$ cat config.mk
export PLATFORM = sky130hd
export DESIGN_NAME = gpio_cd_ports
export DESIGN_NICKNAME = d
export VERILOG_FILES = /design/src/logic/gpio_cd_pkg.sv /design/src/logic/gpio_cd_ports.sv
export SDC_FILE = /design/constraint.sdc
export NUM_CORES = 1
export LEC_CHECK = 0
export BUFFER_PORTS_ARGS = -buffer_cell sky130_fd_sc_hd__clkbuf_2
export CAP_MARGIN = 0
export CORE_MARGIN = 2
export CORE_UTILIZATION = 54
export DETAILED_ROUTE_END_ITERATION = 10
export PLACE_DENSITY = 0.84
export SYNTH_ARGS = -nofsm -noshare
export SYNTH_HDL_FRONTEND = slang
export SYNTH_SLANG_ARGS = --single-unit
$ cat constraint.sdc
create_clock -name mclk -period 3.45 [get_ports mclk]
set_input_delay 0.5175 -clock mclk [delete_from_list [all_inputs] [get_ports mclk]]
set_output_delay 0.5175 -clock mclk [all_outputs]
set_load 0.01 [all_outputs]
$ cat src/logic/gpio_cd_pkg.sv
// package for the two gpio ports, the first of them shared with oscillator pins
// assumes byte-wide register port with 16-bit byte addresses
`default_nettype none
package gpio_cd_pkg;

	// -----------------------------------------------------------------
	// register map
	// -----------------------------------------------------------------
	localparam logic [15:0] ADDR_PORTC_OUT_LATCH  = 16'h7FD0;
	localparam logic [15:0] ADDR_PORTC_PIN_INPUT  = 16'h7FD1;
	localparam logic [15:0] ADDR_PORTC_DIRECTION  = 16'h7FD2;
	localparam logic [15:0] ADDR_PORTD_OUT_LATCH  = 16'h7FD4;
	localparam logic [15:0] ADDR_PORTD_PIN_INPUT  = 16'h7FD5;
	localparam logic [15:0] ADDR_PORTD_DIRECTION  = 16'h7FD6;
	localparam logic [15:0] ADDR_PORTD_FUNC_SEL   = 16'h7FFD;

	// -----------------------------------------------------------------
	// widths and reset values
	// -----------------------------------------------------------------
	localparam int          PORTC_W     = 5;
	localparam int          PORTD_W     = 6;
	localparam logic [4:0]  PORTC_RST   = 5'h00;
	localparam logic [5:0]  PORTD_RST   = 6'h00;

	// -----------------------------------------------------------------
	// oscillator control bit positions
	// -----------------------------------------------------------------
	localparam int OSC_CRYSTAL_BIT_A = 2;
	localparam int OSC_CRYSTAL_BIT_B = 0;
	localparam int OSC_CERAMIC_BIT_A = 7;
	localparam int OSC_CERAMIC_BIT_B = 3;
	localparam int OSC_CERAMIC_BIT_C = 1;

	// power modes
	typedef enum logic [1:0] {
		PM_RUN   = 2'b00,
		PM_HALT  = 2'b01,
		PM_HOLD  = 2'b10,
		PM_EXT_HOLD = 2'b11
	} power_mode_e;

	// drive of one pin
	typedef struct packed {
		logic out;
		logic oe;
		logic pull_up;
		logic slow;
	} pin_drive_s;

endpackage

`default_nettype wire

$ cat src/logic/gpio_cd_ports.sv
// two gpio ports: a 5-pin port shared with oscillator pins and a 6-pin port
// assumes pins arrive asynchronous, power mode and oscillator control are same-clock
`timescale 1ns/1ps
`default_nettype none

// -----------------------------------------------------------------
// Notes on behaviour
// -----------------------------------------------------------------
// Notes on behaviour
// - first port has five pins, each with its own latch and direction bit.
// - oscillator claim of a pin overrides latch and direction.
// - pins 0,1 crystal mode when control bits 2 and 0 both set.
// - pins 0,1 normal: direction 0 floats, direction 1 drives latch.
// - pin 2 floats, pulls up on latch 1, or drives latch.
// - pins 3,4 ceramic mode when control bits 7,3,1 set, else normal.
// - first port input register reads pin levels in every direction.
// - halt freezes every first-port pin at its entry state except the ceramic mode of pins 3,4.
// - hold keeps output pins; oscillator pins revert to port operation.
// - extended hold keeps crystal and output pins; ceramic pins revert.
// - second port has six pins with latch, direction and function bits.
// - function 0: float, pull-up on latch 1, or drive latch.
// - function 1: slow drive, or low / float-inverted when direction set.
// - inverted-input pins read back the complement of the pin.
// - second port input register reads all six pin levels.
// - halt, hold and extended hold freeze second-port output and pull-up.
// - second-port latch is output data and input pull-up enable.
module gpio_cd_ports
	import gpio_cd_pkg::*;
(
	input  wire logic              mclk,
	input  wire logic              rst,
	input  wire logic [15:0]       reg_addr,
	input  wire logic [7:0]        reg_wdata,
	input  wire logic              reg_wr,
	input  wire logic              reg_rd,
	output logic      [7:0]        reg_rdata,
	input  wire logic [7:0]        oscillator_control_reg,
	input  wire power_mode_e       power_mode,
	input  wire logic [PORTC_W-1:0] portc_in,
	output logic      [PORTC_W-1:0] portc_out,
	output logic      [PORTC_W-1:0] portc_oe,
	output logic      [PORTC_W-1:0] portc_pull_up,
	output logic                   crystal_osc_mode,
	output logic                   ceramic_osc_mode,
	input  wire logic [PORTD_W-1:0] portd_in,
	output logic      [PORTD_W-1:0] portd_out,
	output logic      [PORTD_W-1:0] portd_oe,
	output logic      [PORTD_W-1:0] portd_pull_up,
	output logic      [PORTD_W-1:0] portd_slow
);

	// -----------------------------------------------------------------
	// register file
	// -----------------------------------------------------------------
	logic [PORTC_W-1:0] portc_out_latch_r, portc_out_latch_nxt;
	logic [PORTC_W-1:0] portc_direction_r, portc_direction_nxt;
	logic [PORTD_W-1:0] portd_out_latch_r, portd_out_latch_nxt;
	logic [PORTD_W-1:0] portd_direction_r, portd_direction_nxt;
	logic [PORTD_W-1:0] portd_function_select_r, portd_function_select_nxt;
	logic [7:0]         reg_rdata_r, reg_rdata_nxt;

	// synchronised pin levels
	logic [PORTC_W-1:0] pc_meta_r, pc_sync_r;
	logic [PORTD_W-1:0] pd_meta_r, pd_sync_r;

	// frozen drive in low-power modes
	logic [PORTC_W-1:0] pc_out_hold_r, pc_out_hold_nxt;
	logic [PORTC_W-1:0] pc_oe_hold_r, pc_oe_hold_nxt;
	logic [PORTC_W-1:0] pc_pu_hold_r, pc_pu_hold_nxt;
	logic               crystal_hold_r, crystal_hold_nxt;
	logic [PORTD_W-1:0] pd_out_hold_r, pd_out_hold_nxt;
	logic [PORTD_W-1:0] pd_oe_hold_r, pd_oe_hold_nxt;
	logic [PORTD_W-1:0] pd_pu_hold_r, pd_pu_hold_nxt;
	logic [PORTD_W-1:0] pd_slow_hold_r, pd_slow_hold_nxt;
	power_mode_e        mode_prev_r;

	logic               crystal_sel, ceramic_sel;
	logic [PORTC_W-1:0] pc_out_live, pc_oe_live, pc_pu_live;
	logic [PORTD_W-1:0] pd_out_live, pd_oe_live, pd_pu_live, pd_slow_live, pd_inv;
	logic               entering;

	always_comb begin
		portc_out_latch_nxt       = portc_out_latch_r;
		portc_direction_nxt       = portc_direction_r;
		portd_out_latch_nxt       = portd_out_latch_r;
		portd_direction_nxt       = portd_direction_r;
		portd_function_select_nxt = portd_function_select_r;
		if (reg_wr) begin
			// upper bits are dropped by the part-select
			unique case (reg_addr)
				ADDR_PORTC_OUT_LATCH: portc_out_latch_nxt = reg_wdata[PORTC_W-1:0];
				ADDR_PORTC_DIRECTION: portc_direction_nxt = reg_wdata[PORTC_W-1:0];
				ADDR_PORTD_OUT_LATCH: portd_out_latch_nxt = reg_wdata[PORTD_W-1:0];
				ADDR_PORTD_DIRECTION: portd_direction_nxt = reg_wdata[PORTD_W-1:0];
				ADDR_PORTD_FUNC_SEL:  portd_function_select_nxt = reg_wdata[PORTD_W-1:0];
				default: ;
			endcase
		end
	end

	always_comb begin
		reg_rdata_nxt = 8'h00;
		if (reg_rd) begin
			unique case (reg_addr)
				ADDR_PORTC_OUT_LATCH: reg_rdata_nxt = {3'h0, portc_out_latch_r};
				ADDR_PORTC_PIN_INPUT: reg_rdata_nxt = {3'h0, pc_sync_r};
				ADDR_PORTC_DIRECTION: reg_rdata_nxt = {3'h0, portc_direction_r};
				ADDR_PORTD_OUT_LATCH: reg_rdata_nxt = {2'h0, portd_out_latch_r};
				ADDR_PORTD_PIN_INPUT: reg_rdata_nxt = {2'h0, pd_sync_r ^ pd_inv};
				ADDR_PORTD_DIRECTION: reg_rdata_nxt = {2'h0, portd_direction_r};
				ADDR_PORTD_FUNC_SEL:  reg_rdata_nxt = {2'h0, portd_function_select_r};
				default:              reg_rdata_nxt = 8'h00;
			endcase
		end
	end

	always_ff @(posedge mclk or posedge rst) begin
		if (rst) begin
			portc_out_latch_r       <= PORTC_RST;
			portc_direction_r       <= PORTC_RST;
			portd_out_latch_r       <= PORTD_RST;
			portd_direction_r       <= PORTD_RST;
			portd_function_select_r <= PORTD_RST;
			reg_rdata_r             <= 8'h00;
		end else begin
			portc_out_latch_r       <= portc_out_latch_nxt;
			portc_direction_r       <= portc_direction_nxt;
			portd_out_latch_r       <= portd_out_latch_nxt;
			portd_direction_r       <= portd_direction_nxt;
			portd_function_select_r <= portd_function_select_nxt;
			reg_rdata_r             <= reg_rdata_nxt;
		end
	end
	assign reg_rdata = reg_rdata_r;

	// -----------------------------------------------------------------
	// pin synchronisers
	// -----------------------------------------------------------------
	always_ff @(posedge mclk or posedge rst) begin
		if (rst) begin
			pc_meta_r <= PORTC_RST;
			pc_sync_r <= PORTC_RST;
			pd_meta_r <= PORTD_RST;
			pd_sync_r <= PORTD_RST;
		end else begin
			pc_meta_r <= portc_in;
			pc_sync_r <= pc_meta_r;
			pd_meta_r <= portd_in;
			pd_sync_r <= pd_meta_r;
		end
	end

	// -----------------------------------------------------------------
	// live pin decode
	// -----------------------------------------------------------------
	assign crystal_sel = oscillator_control_reg[OSC_CRYSTAL_BIT_A]
		& oscillator_control_reg[OSC_CRYSTAL_BIT_B];
	assign ceramic_sel = oscillator_control_reg[OSC_CERAMIC_BIT_A]
		& oscillator_control_reg[OSC_CERAMIC_BIT_B]
		& oscillator_control_reg[OSC_CERAMIC_BIT_C];

	always_comb begin
		pc_out_live = portc_out_latch_r;
		pc_oe_live  = portc_direction_r;
		pc_pu_live  = '0;
		// pin 2 pull-up only; software keeps it floating for the filter
		pc_pu_live[2] = portc_out_latch_r[2] & ~portc_direction_r[2];
		if (crystal_sel) begin
			pc_oe_live[1:0]  = 2'h0;
			pc_out_live[1:0] = 2'h0;
		end
		if (ceramic_sel) begin
			pc_oe_live[4:3]  = 2'h0;
			pc_out_live[4:3] = 2'h0;
		end
	end

	always_comb begin
		for (int i = 0; i < PORTD_W; i++) begin
			pd_out_live[i]  = portd_out_latch_r[i];
			pd_pu_live[i]   = 1'b0;
			pd_slow_live[i] = 1'b0;
			pd_inv[i]       = 1'b0;
			if (!portd_function_select_r[i]) begin
				pd_oe_live[i] = portd_direction_r[i];
				pd_pu_live[i] = portd_out_latch_r[i] & ~portd_direction_r[i];
			end else if (!portd_direction_r[i]) begin
				pd_oe_live[i]   = 1'b1;
				pd_slow_live[i] = 1'b1;
			end else begin
				// open-drain style: latch 1 releases the pin
				pd_oe_live[i]  = ~portd_out_latch_r[i];
				pd_out_live[i] = 1'b0;
				pd_inv[i]      = portd_out_latch_r[i];
			end
		end
	end

	// -----------------------------------------------------------------
	// low-power freeze
	// -----------------------------------------------------------------
	assign entering = (power_mode != PM_RUN) && (mode_prev_r == PM_RUN);

	always_comb begin
		pc_out_hold_nxt  = pc_out_hold_r;
		pc_oe_hold_nxt   = pc_oe_hold_r;
		pc_pu_hold_nxt   = pc_pu_hold_r;
		crystal_hold_nxt = crystal_hold_r;
		pd_out_hold_nxt  = pd_out_hold_r;
		pd_oe_hold_nxt   = pd_oe_hold_r;
		pd_pu_hold_nxt   = pd_pu_hold_r;
		pd_slow_hold_nxt = pd_slow_hold_r;
		if (entering) begin
			pc_out_hold_nxt  = pc_out_live;
			pc_oe_hold_nxt   = pc_oe_live;
			pc_pu_hold_nxt   = pc_pu_live;
			crystal_hold_nxt = crystal_sel;
			pd_out_hold_nxt  = pd_out_live;
			pd_oe_hold_nxt   = pd_oe_live;
			pd_pu_hold_nxt   = pd_pu_live;
			pd_slow_hold_nxt = pd_slow_live;
		end
	end

	always_ff @(posedge mclk or posedge rst) begin
		if (rst) begin
			pc_out_hold_r  <= PORTC_RST;
			pc_oe_hold_r   <= PORTC_RST;
			pc_pu_hold_r   <= PORTC_RST;
			crystal_hold_r <= 1'b0;
			pd_out_hold_r  <= PORTD_RST;
			pd_oe_hold_r   <= PORTD_RST;
			pd_pu_hold_r   <= PORTD_RST;
			pd_slow_hold_r <= PORTD_RST;
			mode_prev_r    <= PM_RUN;
		end else begin
			pc_out_hold_r  <= pc_out_hold_nxt;
			pc_oe_hold_r   <= pc_oe_hold_nxt;
			pc_pu_hold_r   <= pc_pu_hold_nxt;
			crystal_hold_r <= crystal_hold_nxt;
			pd_out_hold_r  <= pd_out_hold_nxt;
			pd_oe_hold_r   <= pd_oe_hold_nxt;
			pd_pu_hold_r   <= pd_pu_hold_nxt;
			pd_slow_hold_r <= pd_slow_hold_nxt;
			mode_prev_r    <= power_mode;
		end
	end

	// the entry cycle itself still shows live values; freeze starts one edge later
	always_comb begin
		portc_out     = pc_out_live;
		portc_oe      = pc_oe_live;
		portc_pull_up = pc_pu_live;
		crystal_osc_mode = crystal_sel;
		ceramic_osc_mode = ceramic_sel;
		portd_out     = pd_out_live;
		portd_oe      = pd_oe_live;
		portd_pull_up = pd_pu_live;
		portd_slow    = pd_slow_live;
		if (power_mode != PM_RUN && !entering) begin
			portc_out     = pc_out_hold_r;
			portc_oe      = pc_oe_hold_r;
			portc_pull_up = pc_pu_hold_r;
			portd_out     = pd_out_hold_r;
			portd_oe      = pd_oe_hold_r;
			portd_pull_up = pd_pu_hold_r;
			portd_slow    = pd_slow_hold_r;
			crystal_osc_mode = crystal_hold_r;
		end
		// ceramic pins in both holds and crystal pins in hold hand back at once, entry cycle included
		if (power_mode == PM_HOLD || power_mode == PM_EXT_HOLD) begin
			ceramic_osc_mode = 1'b0;
		end
		if (power_mode == PM_HOLD) begin
			crystal_osc_mode = 1'b0;
		end
	end

	// -----------------------------------------------------------------
	// checks
	// -----------------------------------------------------------------
	property p_crystal_claim;
		@(posedge mclk) disable iff (rst)
		(crystal_sel && power_mode == PM_RUN) |-> (portc_oe[1:0] == 2'h0);
	endproperty
	a_crystal_claim: assert property (p_crystal_claim) else $error("crystal pins driven");

	property p_ceramic_claim;
		@(posedge mclk) disable iff (rst)
		(ceramic_sel && power_mode == PM_RUN) |-> (portc_oe[4:3] == 2'h0);
	endproperty
	a_ceramic_claim: assert property (p_ceramic_claim) else $error("ceramic pins driven");

	property p_pc2_pull;
		@(posedge mclk) disable iff (rst)
		(power_mode == PM_RUN) |->
			(portc_pull_up[2] == (portc_out_latch_r[2] & ~portc_direction_r[2]));
	endproperty
	a_pc2_pull: assert property (p_pc2_pull) else $error("pin 2 pull-up wrong");

	property p_pc_normal;
		@(posedge mclk) disable iff (rst)
		(!crystal_sel && power_mode == PM_RUN) |-> (portc_oe[0] == portc_direction_r[0]);
	endproperty
	a_pc_normal: assert property (p_pc_normal) else $error("pin 0 direction wrong");

	property p_freeze_c;
		@(posedge mclk) disable iff (rst)
		(power_mode == PM_HALT && $past(power_mode) == PM_HALT) ##1
			(power_mode == PM_HALT) |-> $stable(portc_out) && $stable(portc_oe);
	endproperty
	a_freeze_c: assert property (p_freeze_c) else $error("first port moved in halt");

	property p_freeze_d;
		@(posedge mclk) disable iff (rst)
		(power_mode != PM_RUN && $past(power_mode) != PM_RUN) ##1
			(power_mode != PM_RUN) |-> $stable(portd_oe) && $stable(portd_pull_up);
	endproperty
	a_freeze_d: assert property (p_freeze_d) else $error("second port moved asleep");

	property p_hold_revert;
		@(posedge mclk) disable iff (rst)
		(power_mode == PM_HOLD) |-> !crystal_osc_mode && !ceramic_osc_mode;
	endproperty
	a_hold_revert: assert property (p_hold_revert) else $error("oscillator kept in hold");

	property p_ehold_ceramic;
		@(posedge mclk) disable iff (rst)
		(power_mode == PM_EXT_HOLD) |-> !ceramic_osc_mode;
	endproperty
	a_ehold_ceramic: assert property (p_ehold_ceramic) else $error("ceramic kept asleep");

	property p_pd_read;
		@(posedge mclk) disable iff (rst)
		(reg_rd && reg_addr == ADDR_PORTD_PIN_INPUT) |=>
			(reg_rdata == {2'h0, $past(pd_sync_r ^ pd_inv)});
	endproperty
	a_pd_read: assert property (p_pd_read) else $error("second port read wrong");

	property p_upper_zero;
		@(posedge mclk) disable iff (rst)
		(reg_rd && reg_addr == ADDR_PORTC_OUT_LATCH) |=> (reg_rdata[7:5] == 3'h0);
	endproperty
	a_upper_zero: assert property (p_upper_zero) else $error("upper bits not zero");

	property p_pd_func0;
		@(posedge mclk) disable iff (rst)
		(power_mode == PM_RUN && !portd_function_select_r[0]) |->
			(portd_oe[0] == portd_direction_r[0]);
	endproperty
	a_pd_func0: assert property (p_pd_func0) else $error("second port pin 0 oe");

	property p_ehold_crystal;
		@(posedge mclk) disable iff (rst)
		(power_mode == PM_EXT_HOLD && $past(power_mode) == PM_EXT_HOLD) |->
			$stable(crystal_osc_mode);
	endproperty
	a_ehold_crystal: assert property (p_ehold_crystal) else $error("crystal moved");

	property p_hold_keep_c;
		@(posedge mclk) disable iff (rst)
		(power_mode == PM_HOLD && $past(power_mode) == PM_HOLD) |->
			$stable(portc_out) && $stable(portc_oe);
	endproperty
	a_hold_keep_c: assert property (p_hold_keep_c) else $error("first port moved");

	property p_pd_slow;
		@(posedge mclk) disable iff (rst)
		(power_mode == PM_RUN && portd_function_select_r[0] && !portd_direction_r[0]) |->
			portd_oe[0] && portd_slow[0] && (portd_out[0] == portd_out_latch_r[0]);
	endproperty
	a_pd_slow: assert property (p_pd_slow) else $error("slow drive wrong");

	property p_pd_open;
		@(posedge mclk) disable iff (rst)
		(power_mode == PM_RUN && portd_function_select_r[0] && portd_direction_r[0]) |->
			(portd_oe[0] == !portd_out_latch_r[0]) && (!portd_oe[0] || !portd_out[0]);
	endproperty
	a_pd_open: assert property (p_pd_open) else $error("open-drain drive wrong");

endmodule // gpio_cd_ports

`default_nettype wire

-- After elaboration in Yosys (flattened, before gate mapping)
Cells that the tools add are included.
- bits in registers: 96
- memories kept: 0
- word-level logic and storage cells: 133
- input port bits: 49
- bits in writable memories: 0
- bits in read-only memories: 0
- bits in latches: 0
- $add $sub $neg: 0
- div/mod/pow operators: 0
- multiplexer cells: 70
- reductions and logical operators: 11
- order comparisons: 0
- shift-type cells: 0
- eq/ne operators: 9
- bitwise gates (word level): 24
- multiply operators: 0
- operators by type and width (cell ; number):
    == test 16 x 15 -> 1 bit (second input constant) ; 7
    two-way mux 1 bit ; 57
    case mux 6 bit (7 select lines) ; 1
    two-way mux 6 bit ; 5
    inverter 1 bit ; 13
    bitwise AND 1 bit ; 10
    two-way mux 5 bit ; 2
    AND reduction 2 bit ; 5
    two-way mux 2 bit ; 4
    XOR 6 bit ; 1
    == test 2 bit (second input constant) ; 2
    two-way mux 3 bit ; 1
    logical AND 1 bit ; 2
    zero test 2 bit ; 1
    nonzero test 2 bit ; 1
    zero test 1 bit ; 1
    logical OR 1 bit ; 1

-- Depth between registers and ports, before layout
- depth in word-level cells: 6
- gate-level depth with buffers: 6
- depth with buffers taken out: 5

-- Worst setup path after synthesis
OpenSTA, ideal clock, no wires.
- path type: input port to output port
- start point: input port power_mode[1]
- end point: output port portc_oe[2]
- data arrival time: 1.463 ns
- buffers on the path: 1
- cell stages on the path: 4
- slack: 1.470 ns
- cells stage by stage: nor2_1 > nor2_1 > clkbuf_1 > mux2_2
- cells in the longest elaborated chain, start to end: 5
- RTL lines (item ; RTL line ; RTL):
    start: declaration ; gpio_cd_ports.sv:38 ; input wire power_mode_e power_mode,
    nonzero test 2 bit * ; gpio_cd_ports.sv:202, gpio_cd_ports.sv:260 ;
    logical AND 1 bit ; gpio_cd_ports.sv:202 ; assign entering = (power_mode != PM_RUN) && (mode_prev_r == PM_RUN);
    zero test 1 bit ; gpio_cd_ports.sv:260 ; if (power_mode != PM_RUN && !entering) begin
    logical AND 1 bit * ; gpio_cd_ports.sv:260 ;
    two-way mux 5 bit * ; gpio_cd_ports.sv:260 ;
    end: declaration ; gpio_cd_ports.sv:41 ; output logic [PORTC_W-1:0] portc_oe,
Mark *: on every way between the ends. The rest lies on a longest branch, timed or not.

-- Worst setup path in the final report
- start point: register mode_prev_r[0]
- end point: output port portc_out[3]
- cells in the longest elaborated chain, start to end: 5
- RTL lines (item ; RTL line ; RTL):
    start: declaration ; gpio_cd_ports.sv:75 ; power_mode_e mode_prev_r;
    start signal: assignment ; gpio_cd_ports.sv:245 ; mode_prev_r <= power_mode;
    zero test 2 bit ; gpio_cd_ports.sv:202 ;
    logical AND 1 bit ; gpio_cd_ports.sv:202 ;
    zero test 1 bit ; gpio_cd_ports.sv:260 ;
    logical AND 1 bit ; gpio_cd_ports.sv:260 ;
    two-way mux 5 bit ; gpio_cd_ports.sv:260 ;
    end: declaration ; gpio_cd_ports.sv:40 ; output logic [PORTC_W-1:0] portc_out,
Every way passes these cells.

==> results by group <==
Worst hold path
  • HP Class: in2async

STA
  • Slew Viols, Final: 0
  • Setup Viol. Count Final: 0
  • Setup TNS: 0 ns
  • Clock period minus worst slack: 2.57 ns
  • Ratio of final minimum period to clock period: 0.745
  • Fin. Hold Viols: 0
  • Max-Slew Margin vs Limit: 0.487
  • Worst slew pin tran: 0.767 ns
  • Clock Skew: between 0.009 and 0.01 ns
  • RSZ-0062 raised after global routing: no
  • Max Fclk: 389 MHz

Logic synthesis
  • Cell area after synthesis: around 0.0043 mm^2
  • Post-synthesis sequential area ratio: 0.552
  • Asr flop ratio synth: 1.00
  • Top area cells in the synthesized netlist: dfrtp_1 (55%), o21ai_0 (9.3%), nand2_1 (9.2%)
  • #FFs+latches synth: 94
  • Cell type with the largest total area after synthesis: dfrtp_1
  • Mapped Avg Cell Area: around 10 um^2
  • Mapped Cells: about 420
  • Synth unique cells: 32
  • Warnings from Yosys: 0
  • Count of flip-flops with a built-in enable after synthesis: 0
  • Post-synth top cells: nand2_1 (104), dfrtp_1 (94), o21ai_0 (79)
  • Synth top area share: 0.552
  • Synth Flop Type: dfrtp_1
  • Most frequent cell after synthesis: nand2_1

Power
  • PD cells: 397 mW/mm^2
  • Max VDD drop: approximately 280 uV
  • Final Total Pwr: 1980 uW
  • Leak: about 0.0023 uW

Clock network
  • Resize count post-CTS: 0
  • Total CTS buffers: 9
  • CTS max path bufs: 2
  • Cts hold-fix bufs: 0
  • # Post-CTS Setup Buffers: 0
  • CTS tree: built
  • Reg clk slew, reported paths: ~0.09 ns
  • Clock latency at the later pin of the worst-skew pair: about 0.36 ns
  • Clk root buf: clkbuf_8
  • Clock Sinks: 94
  • CTS HTree Levels: 3

Place
  • Post-DP HPWL: around 7.0 mm
  • RD Place Congestion: 0.886
  • IO buf count: between 80 and 90

Drt
  • Drt total wl: 9.39 mm
  • Via count: ~3400
  • Via/cell ratio: 5.52
  • Drt pass-1 iters: 5
  • DRT antenna net count: 0
  • Drt drc: 0
  • Initial DRC Count: between 200 and 250
  • Per-cell routed wire length: 15.4 um

Floorplanning
  • Starting density of the core: 0.554
  • Core Rows: 32
  • Ports: 98
  • Core region area: approximately 0.0077 mm^2
  • DIE HEIGHT: 92.8 um
  • Die area: ~0.0086 mm^2
  • Die width: around 93 um

Global route
  • Vias in the first global route: between 3000 and 4000
  • Top Usage Layer GRT: met2
  • Global-route wire length before repair: 15.2 mm
  • Pin count of the biggest net entering global routing: slightly above 60
  • M3 GR Usage: 0.0578
  • Antenna violations before repair: 0
  • Grt met2 use: 0.361
  • Total track usage: 0.227
  • Met1 Usage GRT: 0.312
  • Grt total ovfl: 0

Cells and area
  • Area Growth Syn to Fin: 17.4%
  • Share of cells above drive strength 1: 0.307
  • Nets: about 550
  • Antenna diode count: 0
  • # fillers: around 620

Setup path
  • Crit end category: primary output
  • Worst Setup Path Type: reg2out
  • CP startpoint kind: flop
  • CP Data Arrival Time: 2.05 ns
  • CP Data Required Time: 2.93 ns
  • Crit-path max FO: 38

Outcome
  • Outcome: complete, no violations

Job
  • MaxCap Viol Count: 0
## critical path: stages (launching register included)
cell	delay [ns]
dfrtp_1	0.34
nor2_1	0.09
nor2_4	0.58
buf_4	0.35
nand2_1	0.07
o21ai_0	0.10
clkbuf_2	0.17
## final timing paths
kind / from / cells past startpoint / slack [ns] / end
max: mode_prev_r[0]$_DFF_PP0_ / 6 / 0.88 / portc_out[3]
min in group mclk: portd_in[0] / 1 / 0.26 / pd_meta_r[0]$_DFF_PP0_
min: rst / 2 / 0.18 / pd_pu_hold_r[1]$_DFFE_PP0P_
max in group asynchronous: rst / 3 / 2.56 / pc_out_hold_r[3]$_DFFE_PP0P_
max reg2reg: mode_prev_r[1]$_DFF_PP0_ / 5 / 1.84 / pc_out_hold_r[3]$_DFFE_PP0P_
min reg2reg: pd_meta_r[0]$_DFF_PP0_ / 0 / 0.35 / pd_sync_r[0]$_DFF_PP0_
## stage by stage
stage | setup WS (ns) | hold WS (ns) | cells | instance area (um^2) | util
floorplan | 0.484 | 0.331 | 423 | 4280 | -
global placement | 0.933 | 0.331 | 594 | 4800 | 0.624
detailed placement | 0.881 | 0.335 | 594 | 4800 | 0.624
CTS | 0.863 | 0.195 | 610 | 5000 | 0.650
global route | 0.664 | 0.228 | 610 | 5000 | 0.650
finish | 0.878 | 0.182 | 610 | 5000 | 0.650
## metal layers
metal	wire length, um	part of all wire
met5	0	0
met2	4550	0.48
met4	136	0.014
met1	4100	0.44
met3	608	0.065
## cells in the final DEF (no fill, tap or decap), types with 2 or more instances in the layout
cell type,n
clkinv_2,2
nand2_1,104
nand2_2,2
buf_4,4
nand4_1,2
clkbuf_2,86
nor3_1,7
mux2_2,33
nor4_4,2
a22oi_1,5
nand3_1,16
a21oi_1,2
nand2b_1,7
mux4_2,5
dfrtp_1,94
o21ai_0,79
conb_1,6
nand3b_4,2
clkbuf_8,11
a31oi_1,6
clkbuf_1,2
nor2_1,14
## layout make-up
cell class	count	area (um^2)	area share
multi-input cells	305	1830	0.366
clock buffers	13	159	0.0318
clock inverters	3	42.5	0.00851
repair buffers	91	480	0.0961
well taps	102	128	0.0255
inverters	2	8.76	0.00175
flip-flops and latches	94	2350	0.471
## logic make-up after synthesis
logic type | count (synthesis) | share of synthesized area
buffers and inverters | 24 | 0.0270
AOI/OAI and AO/OA | 94 | 0.115
DFF | 94 | 0.552
other | 1 | 0.000881
muxes | 38 | 0.114
and+or+nand+nor | 167 | 0.191
## power breakdown
| part | internal, uW | switching [uW] | total [uW] |
|---|---|---|---|
| Sequential | 1120 | 5.68 | 1120 |
| Combinational | 36.4 | 81.5 | 118 |
| Clock | 374 | 369 | 744 |
| Total | 1530 | 456 | 1980 |
Power figures use the tool's default switching activity.
